**src/core/arc_trip_map.svh**
```systemverilog
`ifndef ARC_TRIP_MAP_SVH
`define ARC_TRIP_MAP_SVH

// clock and timing
`define ATB_CLK_MHZ        20
`define ATB_STAMP_US       1000
`define ATB_PCYCLE_US      5000
`define ATB_BLK_LEAD_US    5000
`define ATB_STAMP_CYC      (`ATB_CLK_MHZ * `ATB_STAMP_US)
`define ATB_PCYCLE_CYC     (`ATB_CLK_MHZ * `ATB_PCYCLE_US)

// sizes
`define ATB_ZONES          4
`define ATB_NSTAT          26
`define ATB_NEV            52
`define ATB_NSNS           18
`define ATB_RECS           12
`define ATB_CURW           16
`define ATB_RECW           113

// register byte offsets
`define ATB_CTRL_OFS       8'h00
`define ATB_STATUS_OFS     8'h04
`define ATB_COND_OFS       8'h08
`define ATB_ONMASK_OFS     8'h0C
`define ATB_OFFMASK_OFS    8'h10
`define ATB_INTSTAT_OFS    8'h14
`define ATB_INTCLR_OFS     8'h18
`define ATB_INTEN_OFS      8'h1C
`define ATB_STAMP_OFS      8'h20
`define ATB_RECSEL_OFS     8'h24
`define ATB_REC0_OFS       8'h28
`define ATB_REC1_OFS       8'h2C
`define ATB_REC2_OFS       8'h30
`define ATB_REC3_OFS       8'h34

// field positions
`define ATB_CTRL_FORCE_BIT 0
`define ATB_CTRL_SWBLK_BIT 1
`define ATB_INT_TRIP_BIT   0
`define ATB_INT_BLK_BIT    1
`define ATB_INT_REC_BIT    2

// reset values
`define ATB_MASK_RST       26'h3FFFFFF
`define ATB_INTEN_RST      3'h0

`endif

```
**src/core/arc_trip_pkg.sv**
```systemverilog
package arc_trip_pkg;
`include "arc_trip_map.svh"

   typedef logic [`ATB_CURW-1:0] cur_t;
   typedef logic [`ATB_RECW-1:0] rec_t;

   typedef struct packed {
      logic [`ATB_NSNS-1:0]  snsS1;
      logic [`ATB_NSNS-1:0]  snsS2;
      logic [3:0]            pickS1;
      logic [3:0]            pickS2;
      logic                  blkS1;
      logic                  blkS2;
      logic [31:0]           cycCnt;
      logic [31:0]           msCnt;
      logic [31:0]           msStamp;
      logic [3:0]            pickPrev;
      logic [3:0]            trip;
      logic [3:0]            blocked;
      logic                  blkSampled;
      logic                  blockNotify;
      logic [15:0]           cond;
      logic [`ATB_NSTAT-1:0] statPrev;
      logic [`ATB_NEV-1:0]   pend;
      cur_t                  snapA;
      cur_t                  snapB;
      cur_t                  snapC;
      cur_t                  snapR;
      logic [2:0]            snapSg;
      logic [7:0]            snapSns;
      logic [1:0]            snapFault;
      logic [31:0]           snapStamp;
      logic                  evValid;
      logic [5:0]            evCode;
      logic [31:0]           evStamp;
      cur_t                  evCurA;
      cur_t                  evCurB;
      cur_t                  evCurC;
      cur_t                  evCurR;
      logic [1:0]            evFault;
      logic                  recWe;
      logic [3:0]            recWaddr;
      rec_t                  recWdata;
      logic [3:0]            wrPtr;
      logic [3:0]            recCnt;
      logic [3:0]            recSel;
      logic                  forceEn;
      logic                  swBlock;
      logic [`ATB_NSTAT-1:0] onMask;
      logic [`ATB_NSTAT-1:0] offMask;
      logic [2:0]            intStat;
      logic [2:0]            intEn;
      logic                  irq;
      logic                  pready;
      logic                  pslverr;
      logic [31:0]           prdata;
   } atb_state_s;

endpackage : arc_trip_pkg

```
**src/core/op_record_mem.sv**
```systemverilog
`timescale 1ns/1ns
module op_record_mem #(
   parameter int WIDTH = 113,
   parameter int DEPTH = 12
) (
   // clock
   input  wire logic             mclk,
   // write side
   input  wire logic             we,
   input  wire logic [3:0]       waddr,
   input  wire logic [WIDTH-1:0] wdata,
   // read side
   input  wire logic [3:0]       raddr,
   output logic      [WIDTH-1:0] rdata
);
   typedef struct packed {
      logic [DEPTH-1:0][WIDTH-1:0] mem;
      logic [WIDTH-1:0]            rdata;
   } mem_s;

   mem_s mem_r;
   mem_s mem_nxt;

   // contents need no reset: the record count says what is valid
   always_comb begin
      mem_nxt = mem_r;
      if (we && (waddr < 4'(DEPTH))) begin
         mem_nxt.mem[waddr] = wdata;
      end
      mem_nxt.rdata = (raddr < 4'(DEPTH)) ? mem_r.mem[raddr] : '0;
   end

   always_ff @(posedge mclk) begin
      mem_r <= mem_nxt;
   end

   assign rdata = mem_r.rdata;
endmodule : op_record_mem

```
**src/core/arc_trip_block_event_logger.sv**
```systemverilog
`timescale 1ns/1ns
`include "arc_trip_map.svh"

module arc_trip_block_event_logger #(
   parameter int STAMP_CYC  = `ATB_STAMP_CYC,
   parameter int PCYCLE_CYC = `ATB_PCYCLE_CYC
) (
   // clock and reset
   input  wire logic        mclk,
   input  wire logic        rstn,
   // apb slave
   input  wire logic        psel,
   input  wire logic        penable,
   input  wire logic        pwrite,
   input  wire logic [7:0]  paddr,
   input  wire logic [31:0] pwdata,
   output logic             pready,
   output logic [31:0]      prdata,
   output logic             pslverr,
   // pick-up element and blocking matrix pins
   input  wire logic [3:0]  zonePickup,
   input  wire logic        blockIn,
   // sensor status pins
   input  wire logic        phCurrBlocked,
   input  wire logic        phCurrStart,
   input  wire logic        resCurrBlocked,
   input  wire logic        resCurrStart,
   input  wire logic [3:0]  lightDetect,
   input  wire logic [3:0]  pressureDetect,
   input  wire logic        aux_binary_input,
   input  wire logic [3:0]  sensorFault,
   input  wire logic        ioUnitFault,
   // process data from measurement logic, same clock
   input  wire logic [15:0] curA,
   input  wire logic [15:0] curB,
   input  wire logic [15:0] curC,
   input  wire logic [15:0] curRes,
   input  wire logic [2:0]  setting_group_index,
   // trip and blocked outputs
   output logic [3:0]       tripOut,
   output logic [3:0]       blockedOut,
   output logic             blockNotify,
   // event buffer port
   output logic             evValid,
   input  wire logic        evReady,
   output logic [5:0]       evCode,
   output logic [31:0]      evStamp,
   output logic [15:0]      evCurA,
   output logic [15:0]      evCurB,
   output logic [15:0]      evCurC,
   output logic [15:0]      evCurR,
   output logic [1:0]       evFault,
   // interrupt
   output logic             irq
);
   arc_trip_pkg::atb_state_s st_r;
   arc_trip_pkg::atb_state_s st_nxt;
   arc_trip_pkg::rec_t       recRdata;

   logic [3:0]              rdAddr;
   logic [4:0]              rdSum;
   logic [`ATB_NSTAT-1:0]   statNow;
   logic [`ATB_NSTAT-1:0]   selMask;
   logic [`ATB_NEV-1:0]     pendWork;
   logic [5:0]              pick;
   logic                    pickFound;
   logic                    tick;
   logic                    blkNow;
   logic                    tripNew;
   logic                    blkNew;
   logic                    recNew;
   logic                    setup;
   logic                    access;
   logic [31:0]             rdVal;
   logic                    rdOk;

   // record read address, 0 selects the newest record
   always_comb begin
      rdSum = 5'(st_r.wrPtr) + 5'(`ATB_RECS) - 5'd1 - 5'(st_r.recSel);
      if (rdSum >= 5'(`ATB_RECS)) begin
         rdSum = rdSum - 5'(`ATB_RECS);
      end
      rdAddr = rdSum[3:0];
   end

   op_record_mem #(
      .WIDTH (`ATB_RECW),
      .DEPTH (`ATB_RECS)
   ) u_rec (
      .mclk  (mclk),
      .we    (st_r.recWe),
      .waddr (st_r.recWaddr),
      .wdata (st_r.recWdata),
      .raddr (rdAddr),
      .rdata (recRdata)
   );

   always_comb begin
      st_nxt   = st_r;
      tripNew  = 1'b0;
      blkNew   = 1'b0;
      recNew   = 1'b0;
      pick     = 6'h00;
      pickFound = 1'b0;
      blkNow   = 1'b0;
      selMask  = '0;
      rdVal    = 32'h00000000;
      rdOk     = 1'b1;
      statNow  = '0;
      // pins pass two flops before use
      st_nxt.snsS1  = {ioUnitFault, sensorFault, aux_binary_input,
                       pressureDetect, lightDetect, resCurrStart,
                       resCurrBlocked, phCurrStart, phCurrBlocked};
      st_nxt.snsS2  = st_r.snsS1;
      st_nxt.pickS1 = zonePickup;
      st_nxt.pickS2 = st_r.pickS1;
      st_nxt.blkS1  = blockIn;
      st_nxt.blkS2  = st_r.blkS1;

      // millisecond stamp
      if (st_r.msCnt >= 32'(STAMP_CYC - 1)) begin
         st_nxt.msCnt   = 32'h00000000;
         st_nxt.msStamp = st_r.msStamp + 32'h00000001;
      end else begin
         st_nxt.msCnt = st_r.msCnt + 32'h00000001;
      end

      // program cycle timer
      tick = (st_r.cycCnt >= 32'(PCYCLE_CYC - 1));
      st_nxt.cycCnt = tick ? 32'h00000000 : st_r.cycCnt + 32'h00000001;
      st_nxt.blockNotify = 1'b0;

      // one event drained per clock, stalled by the buffer
      pendWork = st_r.pend;
      if (!st_r.evValid || evReady) begin
         st_nxt.evValid = 1'b0;
         st_nxt.recWe   = 1'b0;
         for (int k = `ATB_NEV - 1; k >= 0; k--) begin
            if (pendWork[k]) begin
               pick      = 6'(k);
               pickFound = 1'b1;
            end
         end
         if (pickFound) begin
            pendWork[pick] = 1'b0;
            selMask = pick[0] ? st_r.offMask : st_r.onMask;
            if (selMask[pick[5:1]]) begin
               st_nxt.evValid = 1'b1;
               st_nxt.evCode  = pick;
               st_nxt.evStamp = st_r.snapStamp;
               st_nxt.evCurA  = st_r.snapA;
               st_nxt.evCurB  = st_r.snapB;
               st_nxt.evCurC  = st_r.snapC;
               st_nxt.evCurR  = st_r.snapR;
               st_nxt.evFault = st_r.snapFault;
            end
            // zone trip or block ON is an operation, mask or not
            if (!pick[0] && (pick < 6'd16)) begin
               recNew          = 1'b1;
               st_nxt.recWe    = 1'b1;
               st_nxt.recWaddr = st_r.wrPtr;
               st_nxt.recWdata = {st_r.snapStamp, pick, st_r.snapA,
                                  st_r.snapB, st_r.snapC, st_r.snapR,
                                  st_r.snapSns, st_r.snapSg};
               st_nxt.wrPtr = (st_r.wrPtr == 4'(`ATB_RECS - 1)) ?
                              4'h0 : st_r.wrPtr + 4'h1;
               if (st_r.recCnt != 4'(`ATB_RECS)) begin
                  st_nxt.recCnt = st_r.recCnt + 4'h1;
               end
            end
         end
      end
      st_nxt.pend = pendWork;
      if (st_r.recWe && !st_nxt.recWe) begin
         st_nxt.recWe = 1'b0;
      end

      // decision once per program cycle
      if (tick) begin
         blkNow = st_r.forceEn ? st_r.swBlock : st_r.blkS2;
         st_nxt.blkSampled = blkNow;
         for (int z = 0; z < `ATB_ZONES; z++) begin
            if (st_r.pickS2[z] && !st_r.pickPrev[z]) begin
               if (!blkNow) begin
                  st_nxt.trip[z] = 1'b1;
                  st_nxt.cond[z*4 +: 4] = {1'b1, 3'(2*z)};
                  tripNew = 1'b1;
               end else begin
                  st_nxt.blocked[z] = 1'b1;
                  st_nxt.cond[z*4 +: 4] = {1'b1, 3'(2*z+1)};
                  blkNew = 1'b1;
               end
            end else if (!st_r.pickS2[z]) begin
               st_nxt.trip[z]    = 1'b0;
               st_nxt.blocked[z] = 1'b0;
            end
            statNow[2*z]   = st_nxt.trip[z];
            statNow[2*z+1] = st_nxt.blocked[z];
         end
         st_nxt.blockNotify = blkNew;
         st_nxt.pickPrev    = st_r.pickS2;
         statNow[11:8] = st_r.snsS2[3:0];
         for (int c = 0; c < 4; c++) begin
            statNow[12+2*c] = st_r.snsS2[4+c];
            statNow[13+2*c] = st_r.snsS2[8+c];
         end
         statNow[25:20] = st_r.snsS2[17:12];
         // edges only, set wins over the drain clear
         for (int i = 0; i < `ATB_NSTAT; i++) begin
            if (statNow[i] && !st_r.statPrev[i]) begin
               st_nxt.pend[2*i] = 1'b1;
            end
            if (!statNow[i] && st_r.statPrev[i]) begin
               st_nxt.pend[2*i+1] = 1'b1;
            end
         end
         st_nxt.statPrev = statNow;
         // one snapshot per cycle; a stalled buffer drains lowest code first, with the latest snapshot
         if (statNow != st_r.statPrev) begin
            st_nxt.snapStamp = st_r.msStamp;
            st_nxt.snapA     = curA;
            st_nxt.snapB     = curB;
            st_nxt.snapC     = curC;
            st_nxt.snapR     = curRes;
            st_nxt.snapSg    = setting_group_index;
            st_nxt.snapSns   = {st_r.snsS2[11:8], st_r.snsS2[7:4]};
            st_nxt.snapFault = {st_r.snsS2[3], st_r.snsS2[1]};
         end
      end

      // apb: answer registered in setup, taken in access
      setup  = psel && !penable && !st_r.pready;
      access = psel && penable && st_r.pready;
      unique case (paddr)
         `ATB_CTRL_OFS:    rdVal = {30'h0, st_r.swBlock, st_r.forceEn};
         `ATB_STATUS_OFS:  rdVal = {16'h0, st_r.recCnt, 3'h0,
                                    st_r.blkSampled, st_r.blocked,
                                    st_r.trip};
         `ATB_COND_OFS:    rdVal = {16'h0, st_r.cond};
         `ATB_ONMASK_OFS:  rdVal = 32'(st_r.onMask);
         `ATB_OFFMASK_OFS: rdVal = 32'(st_r.offMask);
         `ATB_INTSTAT_OFS: rdVal = {29'h0, st_r.intStat};
         `ATB_INTCLR_OFS:  rdVal = 32'h00000000;
         `ATB_INTEN_OFS:   rdVal = {29'h0, st_r.intEn};
         `ATB_STAMP_OFS:   rdVal = st_r.msStamp;
         `ATB_RECSEL_OFS:  rdVal = {28'h0, st_r.recSel};
         `ATB_REC0_OFS:    rdVal = recRdata[112:81];
         `ATB_REC1_OFS:    rdVal = {8'h0, recRdata[10:3], 5'h0,
                                    recRdata[2:0], 2'h0, recRdata[80:75]};
         `ATB_REC2_OFS:    rdVal = {recRdata[58:43], recRdata[74:59]};
         `ATB_REC3_OFS:    rdVal = {recRdata[26:11], recRdata[42:27]};
         default:          rdOk  = 1'b0;
      endcase
      st_nxt.pready = setup;
      if (setup) begin
         st_nxt.prdata  = pwrite ? 32'h00000000 : rdVal;
         st_nxt.pslverr = !rdOk;
      end else if (access) begin
         st_nxt.pslverr = 1'b0;
      end

      // interrupt clear first, then hardware sets win
      if (access && pwrite && rdOk) begin
         unique case (paddr)
            `ATB_CTRL_OFS: begin
               st_nxt.forceEn = pwdata[`ATB_CTRL_FORCE_BIT];
               st_nxt.swBlock = pwdata[`ATB_CTRL_SWBLK_BIT];
            end
            `ATB_ONMASK_OFS:  st_nxt.onMask  = pwdata[`ATB_NSTAT-1:0];
            `ATB_OFFMASK_OFS: st_nxt.offMask = pwdata[`ATB_NSTAT-1:0];
            `ATB_INTCLR_OFS:  st_nxt.intStat = st_r.intStat & ~pwdata[2:0];
            `ATB_INTEN_OFS:   st_nxt.intEn   = pwdata[2:0];
            `ATB_STAMP_OFS:   st_nxt.msStamp = pwdata;
            `ATB_RECSEL_OFS:  st_nxt.recSel  = pwdata[3:0];
            default: begin
            end
         endcase
      end
      if (tripNew) st_nxt.intStat[`ATB_INT_TRIP_BIT] = 1'b1;
      if (blkNew)  st_nxt.intStat[`ATB_INT_BLK_BIT]  = 1'b1;
      if (recNew)  st_nxt.intStat[`ATB_INT_REC_BIT]  = 1'b1;
      st_nxt.irq = |(st_nxt.intStat & st_nxt.intEn);

      if (!rstn) begin
         st_nxt         = '0;
         st_nxt.onMask  = `ATB_MASK_RST;
         st_nxt.offMask = `ATB_MASK_RST;
         st_nxt.intEn   = `ATB_INTEN_RST;
      end
   end

   always_ff @(posedge mclk) begin
      st_r <= st_nxt;
   end

   assign pready      = st_r.pready;
   assign prdata      = st_r.prdata;
   assign pslverr     = st_r.pslverr;
   assign tripOut     = st_r.trip;
   assign blockedOut  = st_r.blocked;
   assign blockNotify = st_r.blockNotify;
   assign evValid     = st_r.evValid;
   assign evCode      = st_r.evCode;
   assign evStamp     = st_r.evStamp;
   assign evCurA      = st_r.evCurA;
   assign evCurB      = st_r.evCurB;
   assign evCurC      = st_r.evCurC;
   assign evCurR      = st_r.evCurR;
   assign evFault     = st_r.evFault;
   assign irq         = st_r.irq;
endmodule : arc_trip_block_event_logger

```
**config.mk**
```make
export PLATFORM = sky130hd
export DESIGN_NAME = arc_trip_block_event_logger
export DESIGN_NICKNAME = d
export VERILOG_FILES = /design/src/core/arc_trip_pkg.sv /design/src/core/op_record_mem.sv /design/src/core/arc_trip_block_event_logger.sv
export VERILOG_INCLUDE_DIRS = /design/src /design/src/core
export SDC_FILE = /design/constraint.sdc
export NUM_CORES = 2
export LEC_CHECK = 0
export BUFFER_PORTS_ARGS = -buffer_cell sky130_fd_sc_hd__buf_2
export CORE_ASPECT_RATIO = 1.1
export CORE_MARGIN = 2
export CORE_UTILIZATION = 56
export CTS_CLUSTER_DIAMETER = 30
export DETAILED_ROUTE_END_ITERATION = 10
export PLACE_DENSITY = 0.76
export SETUP_SLACK_MARGIN = 0.1
export SYNTH_ARGS = -nofsm -noshare
export SYNTH_HDL_FRONTEND = slang
export SYNTH_SLANG_ARGS = --single-unit
```
**constraint.sdc**
```tcl
create_clock -name mclk -period 8.9 [get_ports mclk]
set_clock_uncertainty 0.2 [all_clocks]
set_input_delay 2.225 -clock mclk [delete_from_list [all_inputs] [get_ports mclk]]
set_output_delay 2.225 -clock mclk [all_outputs]
set_load 0.1 [all_outputs]
```
==> results summary <==
The arrival time of data at the critical path endpoint is between 6000 and 7000 ps. The worst setup path is launched from a flip-flop. The final routed wire length divided by cell count is between 20 and 30 um. The cell area after synthesis came out at between 0.08 and 0.09 mm^2. For met3 alone, demand over resource in global routing was 0.101. The depth of the critical timing path with buffers and inverters included came out at 12. The TritonCTS buffer count is around 380. The worst max-slew margin expressed relative to the limit came out at 0.130. The highest achievable clock rate is 181 MHz. On the worst path, the slowest cell contributes a delay of around 850 ps. The number of sinks on the clock net came out at about 2100.

For the pin with the worst max-slew slack, the measured transition is between 1000 and 1500 ps. Along the worst hold path, the cell count comes to 1. Ranked by total cell area, the synthesized netlist is headed by sky130_fd_sc_hd__edfxtp_1 50%, sky130_fd_sc_hd__dfxtp_1 19%, sky130_fd_sc_hd__mux4_2 9.4%.

The number of detailed-routing iterations run before antenna repair is 9. The quantity of I/O buffers inserted on ports is 284. The critical path goes through or4_1 > o311ai_1 > a41oi_1 > a41oi_4 > inv_2 > a31oi_1 > o2111ai_1 > o221ai_2 > o21a_4 > buf_4 > nand3_1 > a21oi_1. The time the worst path needs with I/O delays and setup came out at about 5500 ps. The final weighted congestion in routability-driven placement came out at 0.943. The post-synthesis average cell area came out at roughly 14 um^2. The worst-path maximum fanout came out at about 60.

The detailed router's first-iteration violation count came out at approximately 7400. In this run, post-CTS repair resized a total of 0 instances. Clock-pin slew was measured on the worst setup and hold paths at around 50 ps. The run finished with clean final reports.

The area growth from synthesis to layout is 19.3%. The worst-skew pair later-pin latency came out at between 900 and 1000 ps. The number of antenna violations at the first check in global routing is 23. The die span in x is between 300 and 400 um. In this run the number of H-tree levels came out at 5. The final layout contains approximately 6000 nets. The half-perimeter wire length of the detailed placement result is approximately 120000 um. In the global route stage, overall resource usage came out at 0.316.

The instance count of the mapped netlist came out at between 5000 and 6000. The power per unit of standard cell area is approximately 320 mW/mm^2. The remaining antenna violation count after routing came out at 0. The routing usage on met2 came out at 0.493. The met1 usage is 0.402.

The final max-slew violation count was 0. The clock tree from TritonCTS is yes. After floorplanning, the core was sized to cover roughly 0.15 mm^2. Clock tree synthesis selected as its root buffer the cell sky130_fd_sc_hd__clkbuf_16.

The count of buffers added by post-CTS timing repair for setup is 0. The data required time of the worst path is between 9000 and 10000 ps. The post-layout utilization of the core came out at 0.671. The top-area cell type share of the netlist area came out at 0.498. The most used flip-flop cell after synthesis is sky130_fd_sc_hd__edfxtp_1. The setup TNS came out at 0 ps. The floorplan step defined a die boundary enclosing 0.149 mm^2. The Yosys warning count is 0. Of all cell types, the one taking the most synthesized area is sky130_fd_sc_hd__edfxtp_1. STA classifies the critical path endpoint as a flip-flop.

After routing the design area is slightly below 0.1 mm^2. The count of cell types in the netlist came out at 82. The peak ir drop on the vdd network is approximately 0.77 mV. The layer flagged by global routing as most heavily used is met2. The overflow left after global routing came out at 0.

The total buffers and inverters traversed by the critical path came out at 2. The vertical die dimension came out at ~400 um. Setup repair after global routing left no endpoint under its margin. The fraction of layout instances using a drive strength above 1 came out at 0.225. The final-report hold violation count is 0.

The maximum buffer depth of the clock tree is 4. The number of placed I/O pins is 285. For this run, the register share of the synthesized area comes to 0.690.

The static leakage power came out at 34.6 nW. The remaining routing DRC violations came out at 0. The via count of the routed design is between 50000 and 60000.

The slowest stage of the critical path is the sky130_fd_sc_hd__o21a_4 cell. The pin count of the biggest net entering global routing is ~180. The worst-case reg-to-reg path depth came out at 12.

The post-synthesis async set-or-reset flop share came out at 0. Synthesis inferred 2142 register bits. The final critical-path share of the clock period is 0.620. The family with the most delay on the worst path is compound AO/OA/AOI/OAI gates. After floorplanning, the core was divided into between 100 and 150 placement rows. The type of the worst setup path is flip-flop to flip-flop. The effective utilization at floorplan came out at 0.562. The global-route wire length before repair is approximately 350000 um. Buffers inserted to repair hold after CTS numbered 0. The average via count per standard cell is about 6.4. The total wirelength of the detailed-routed design is between 200000 and 250000 um. The tool flagged a number of max-cap violations equal to 0. The synthesized design contains about 1400 enable-type register cells. The number of global-route vias before repair came to 53100.

The cell area after placement came out at between 0.08 and 0.09 mm^2. The class of the worst hold path is flip-flop to flip-flop. Setup violations remaining at the end of the flow were counted as 0.
==> final timing paths <==
kind,from,to,slack (ps)
hold reg to reg,st_r[684]$_SDFF_PN0_,st_r[666]$_SDFF_PN0_,240
hold / removal,st_r[684]$_SDFF_PN0_,st_r[666]$_SDFF_PN0_,240
setup reg to reg,st_r[458]$_SDFF_PN0_,evStamp[23]$_SDFFE_PN0P_,3380
setup / recovery,st_r[458]$_SDFF_PN0_,evStamp[23]$_SDFFE_PN0P_,3380
==> through the flow <==
stage          std cells  total power [mW]  setup WS, ps  hold slack (ps)
2_1_floorplan       5710              15.0          2560              212
3_3_place_gp        7516              16.5          3530              223
3_5_place_dp        7516              16.6          3500              223
4_1_cts             8213              31.5          3400              244
5_1_grt             8215              32.3          3170              258
6_report            8221              31.5          3380              240
==> cells in the mapped netlist (8+ instances only) <==
library cell,number
sky130_fd_sc_hd__a211oi_1,23
sky130_fd_sc_hd__a21oi_1,375
sky130_fd_sc_hd__a221oi_1,16
sky130_fd_sc_hd__a222oi_1,16
sky130_fd_sc_hd__a22o_1,15
sky130_fd_sc_hd__a22oi_1,62
sky130_fd_sc_hd__a311oi_1,10
sky130_fd_sc_hd__a31oi_1,26
sky130_fd_sc_hd__and2_1,46
sky130_fd_sc_hd__and3_1,14
sky130_fd_sc_hd__buf_1,29
sky130_fd_sc_hd__buf_2,31
sky130_fd_sc_hd__buf_4,152
sky130_fd_sc_hd__clkbuf_1,258
sky130_fd_sc_hd__dfxtp_1,786
sky130_fd_sc_hd__edfxtp_1,1356
sky130_fd_sc_hd__ha_1,58
sky130_fd_sc_hd__inv_1,73
sky130_fd_sc_hd__mux2_2,9
sky130_fd_sc_hd__mux2i_1,233
sky130_fd_sc_hd__mux4_2,341
sky130_fd_sc_hd__nand2_1,623
sky130_fd_sc_hd__nand2b_1,11
sky130_fd_sc_hd__nand3_1,183
sky130_fd_sc_hd__nand3b_1,8
sky130_fd_sc_hd__nand4_1,28
sky130_fd_sc_hd__nor2_1,344
sky130_fd_sc_hd__nor2b_1,9
sky130_fd_sc_hd__nor3_1,38
sky130_fd_sc_hd__nor4_1,24
sky130_fd_sc_hd__o21a_1,11
sky130_fd_sc_hd__o21ai_0,219
sky130_fd_sc_hd__o21ai_1,83
sky130_fd_sc_hd__or3_1,18
sky130_fd_sc_hd__xnor2_1,17
sky130_fd_sc_hd__xor2_1,38
==> layer usage <==
metal,wire (um),vias to the layer above
li1,-,21800
met1,83500,26200
met2,111000,3880
met3,30900,709
met4,11400,22
met5,149,-
==> placed cells by master (no fill, tap or decap), drive strengths merged, types with 8 or more instances in the layout <==
cell / n
buf: 346
o21ai: 305
nor2b: 9
or3: 18
nor3: 40
and3: 14
diode: 8
dfxtp: 786
a211oi: 23
a222oi: 16
a31oi: 26
ha: 58
nand4: 28
edfxtp: 1356
nand3: 183
a21oi: 375
conb: 32
clkbuf: 460
mux4: 341
a22oi: 62
nand2: 623
a311oi: 10
a221oi: 17
nor2: 345
and2: 47
o21a: 12
nand2b: 11
mux2: 9
xnor2: 17
clkinvlp: 38
inv: 141
a22o: 15
bufinv: 40
xor2: 38
nor4: 24
nand3b: 8
mux2i: 233
clkinv: 93
==> state kept, by name (all words and copies together) (netlist names) <==
signal       count
tripOut          3
blockNotify      1
u_rec.mem_r   1356
evCurA          16
evValid          1
pslverr          1
evCurC          16
evCurR          16
pready           1
blockedOut       3
st_r           526
u_rec.rdata    113
evCurB          16
irq              1
evStamp         32
evCode           6
evFault          2
prdata          32
==> logic make-up after synthesis <==
group	Yosys count	synth area share
AND/OR/NAND/NOR	1369	0.0723
adder cells (fa/ha/maj)	59	0.00912
buffers and inverters	552	0.0333
AO/OA/AOI/OAI	918	0.0656
multiplexers	583	0.124
other	1	0.0000458
XOR/XNOR	55	0.00589
flip-flops	2142	0.690
==> where the power goes <==
group          total [mW]  internal, mW  switching [mW]
logic                4.92          1.68            3.24
registers            11.7          11.1           0.608
clock network        14.9          9.67            5.23
==> area by class of cell <==
cell class                      instances  area (um^2)
Antenna cell                            8         20.0
Clock buffer                          460        10500
Clock inverter                        237         2700
Fill cell                            9293        47900
Inverter                               75          289
Multi-Input combinational cell       3016        23000
Sequential cell                      2142        56500
Tap cell                             1937         2420
Timing Repair Buffer                  346         2110
Note: power is estimated with default switching activity, not from simulation.
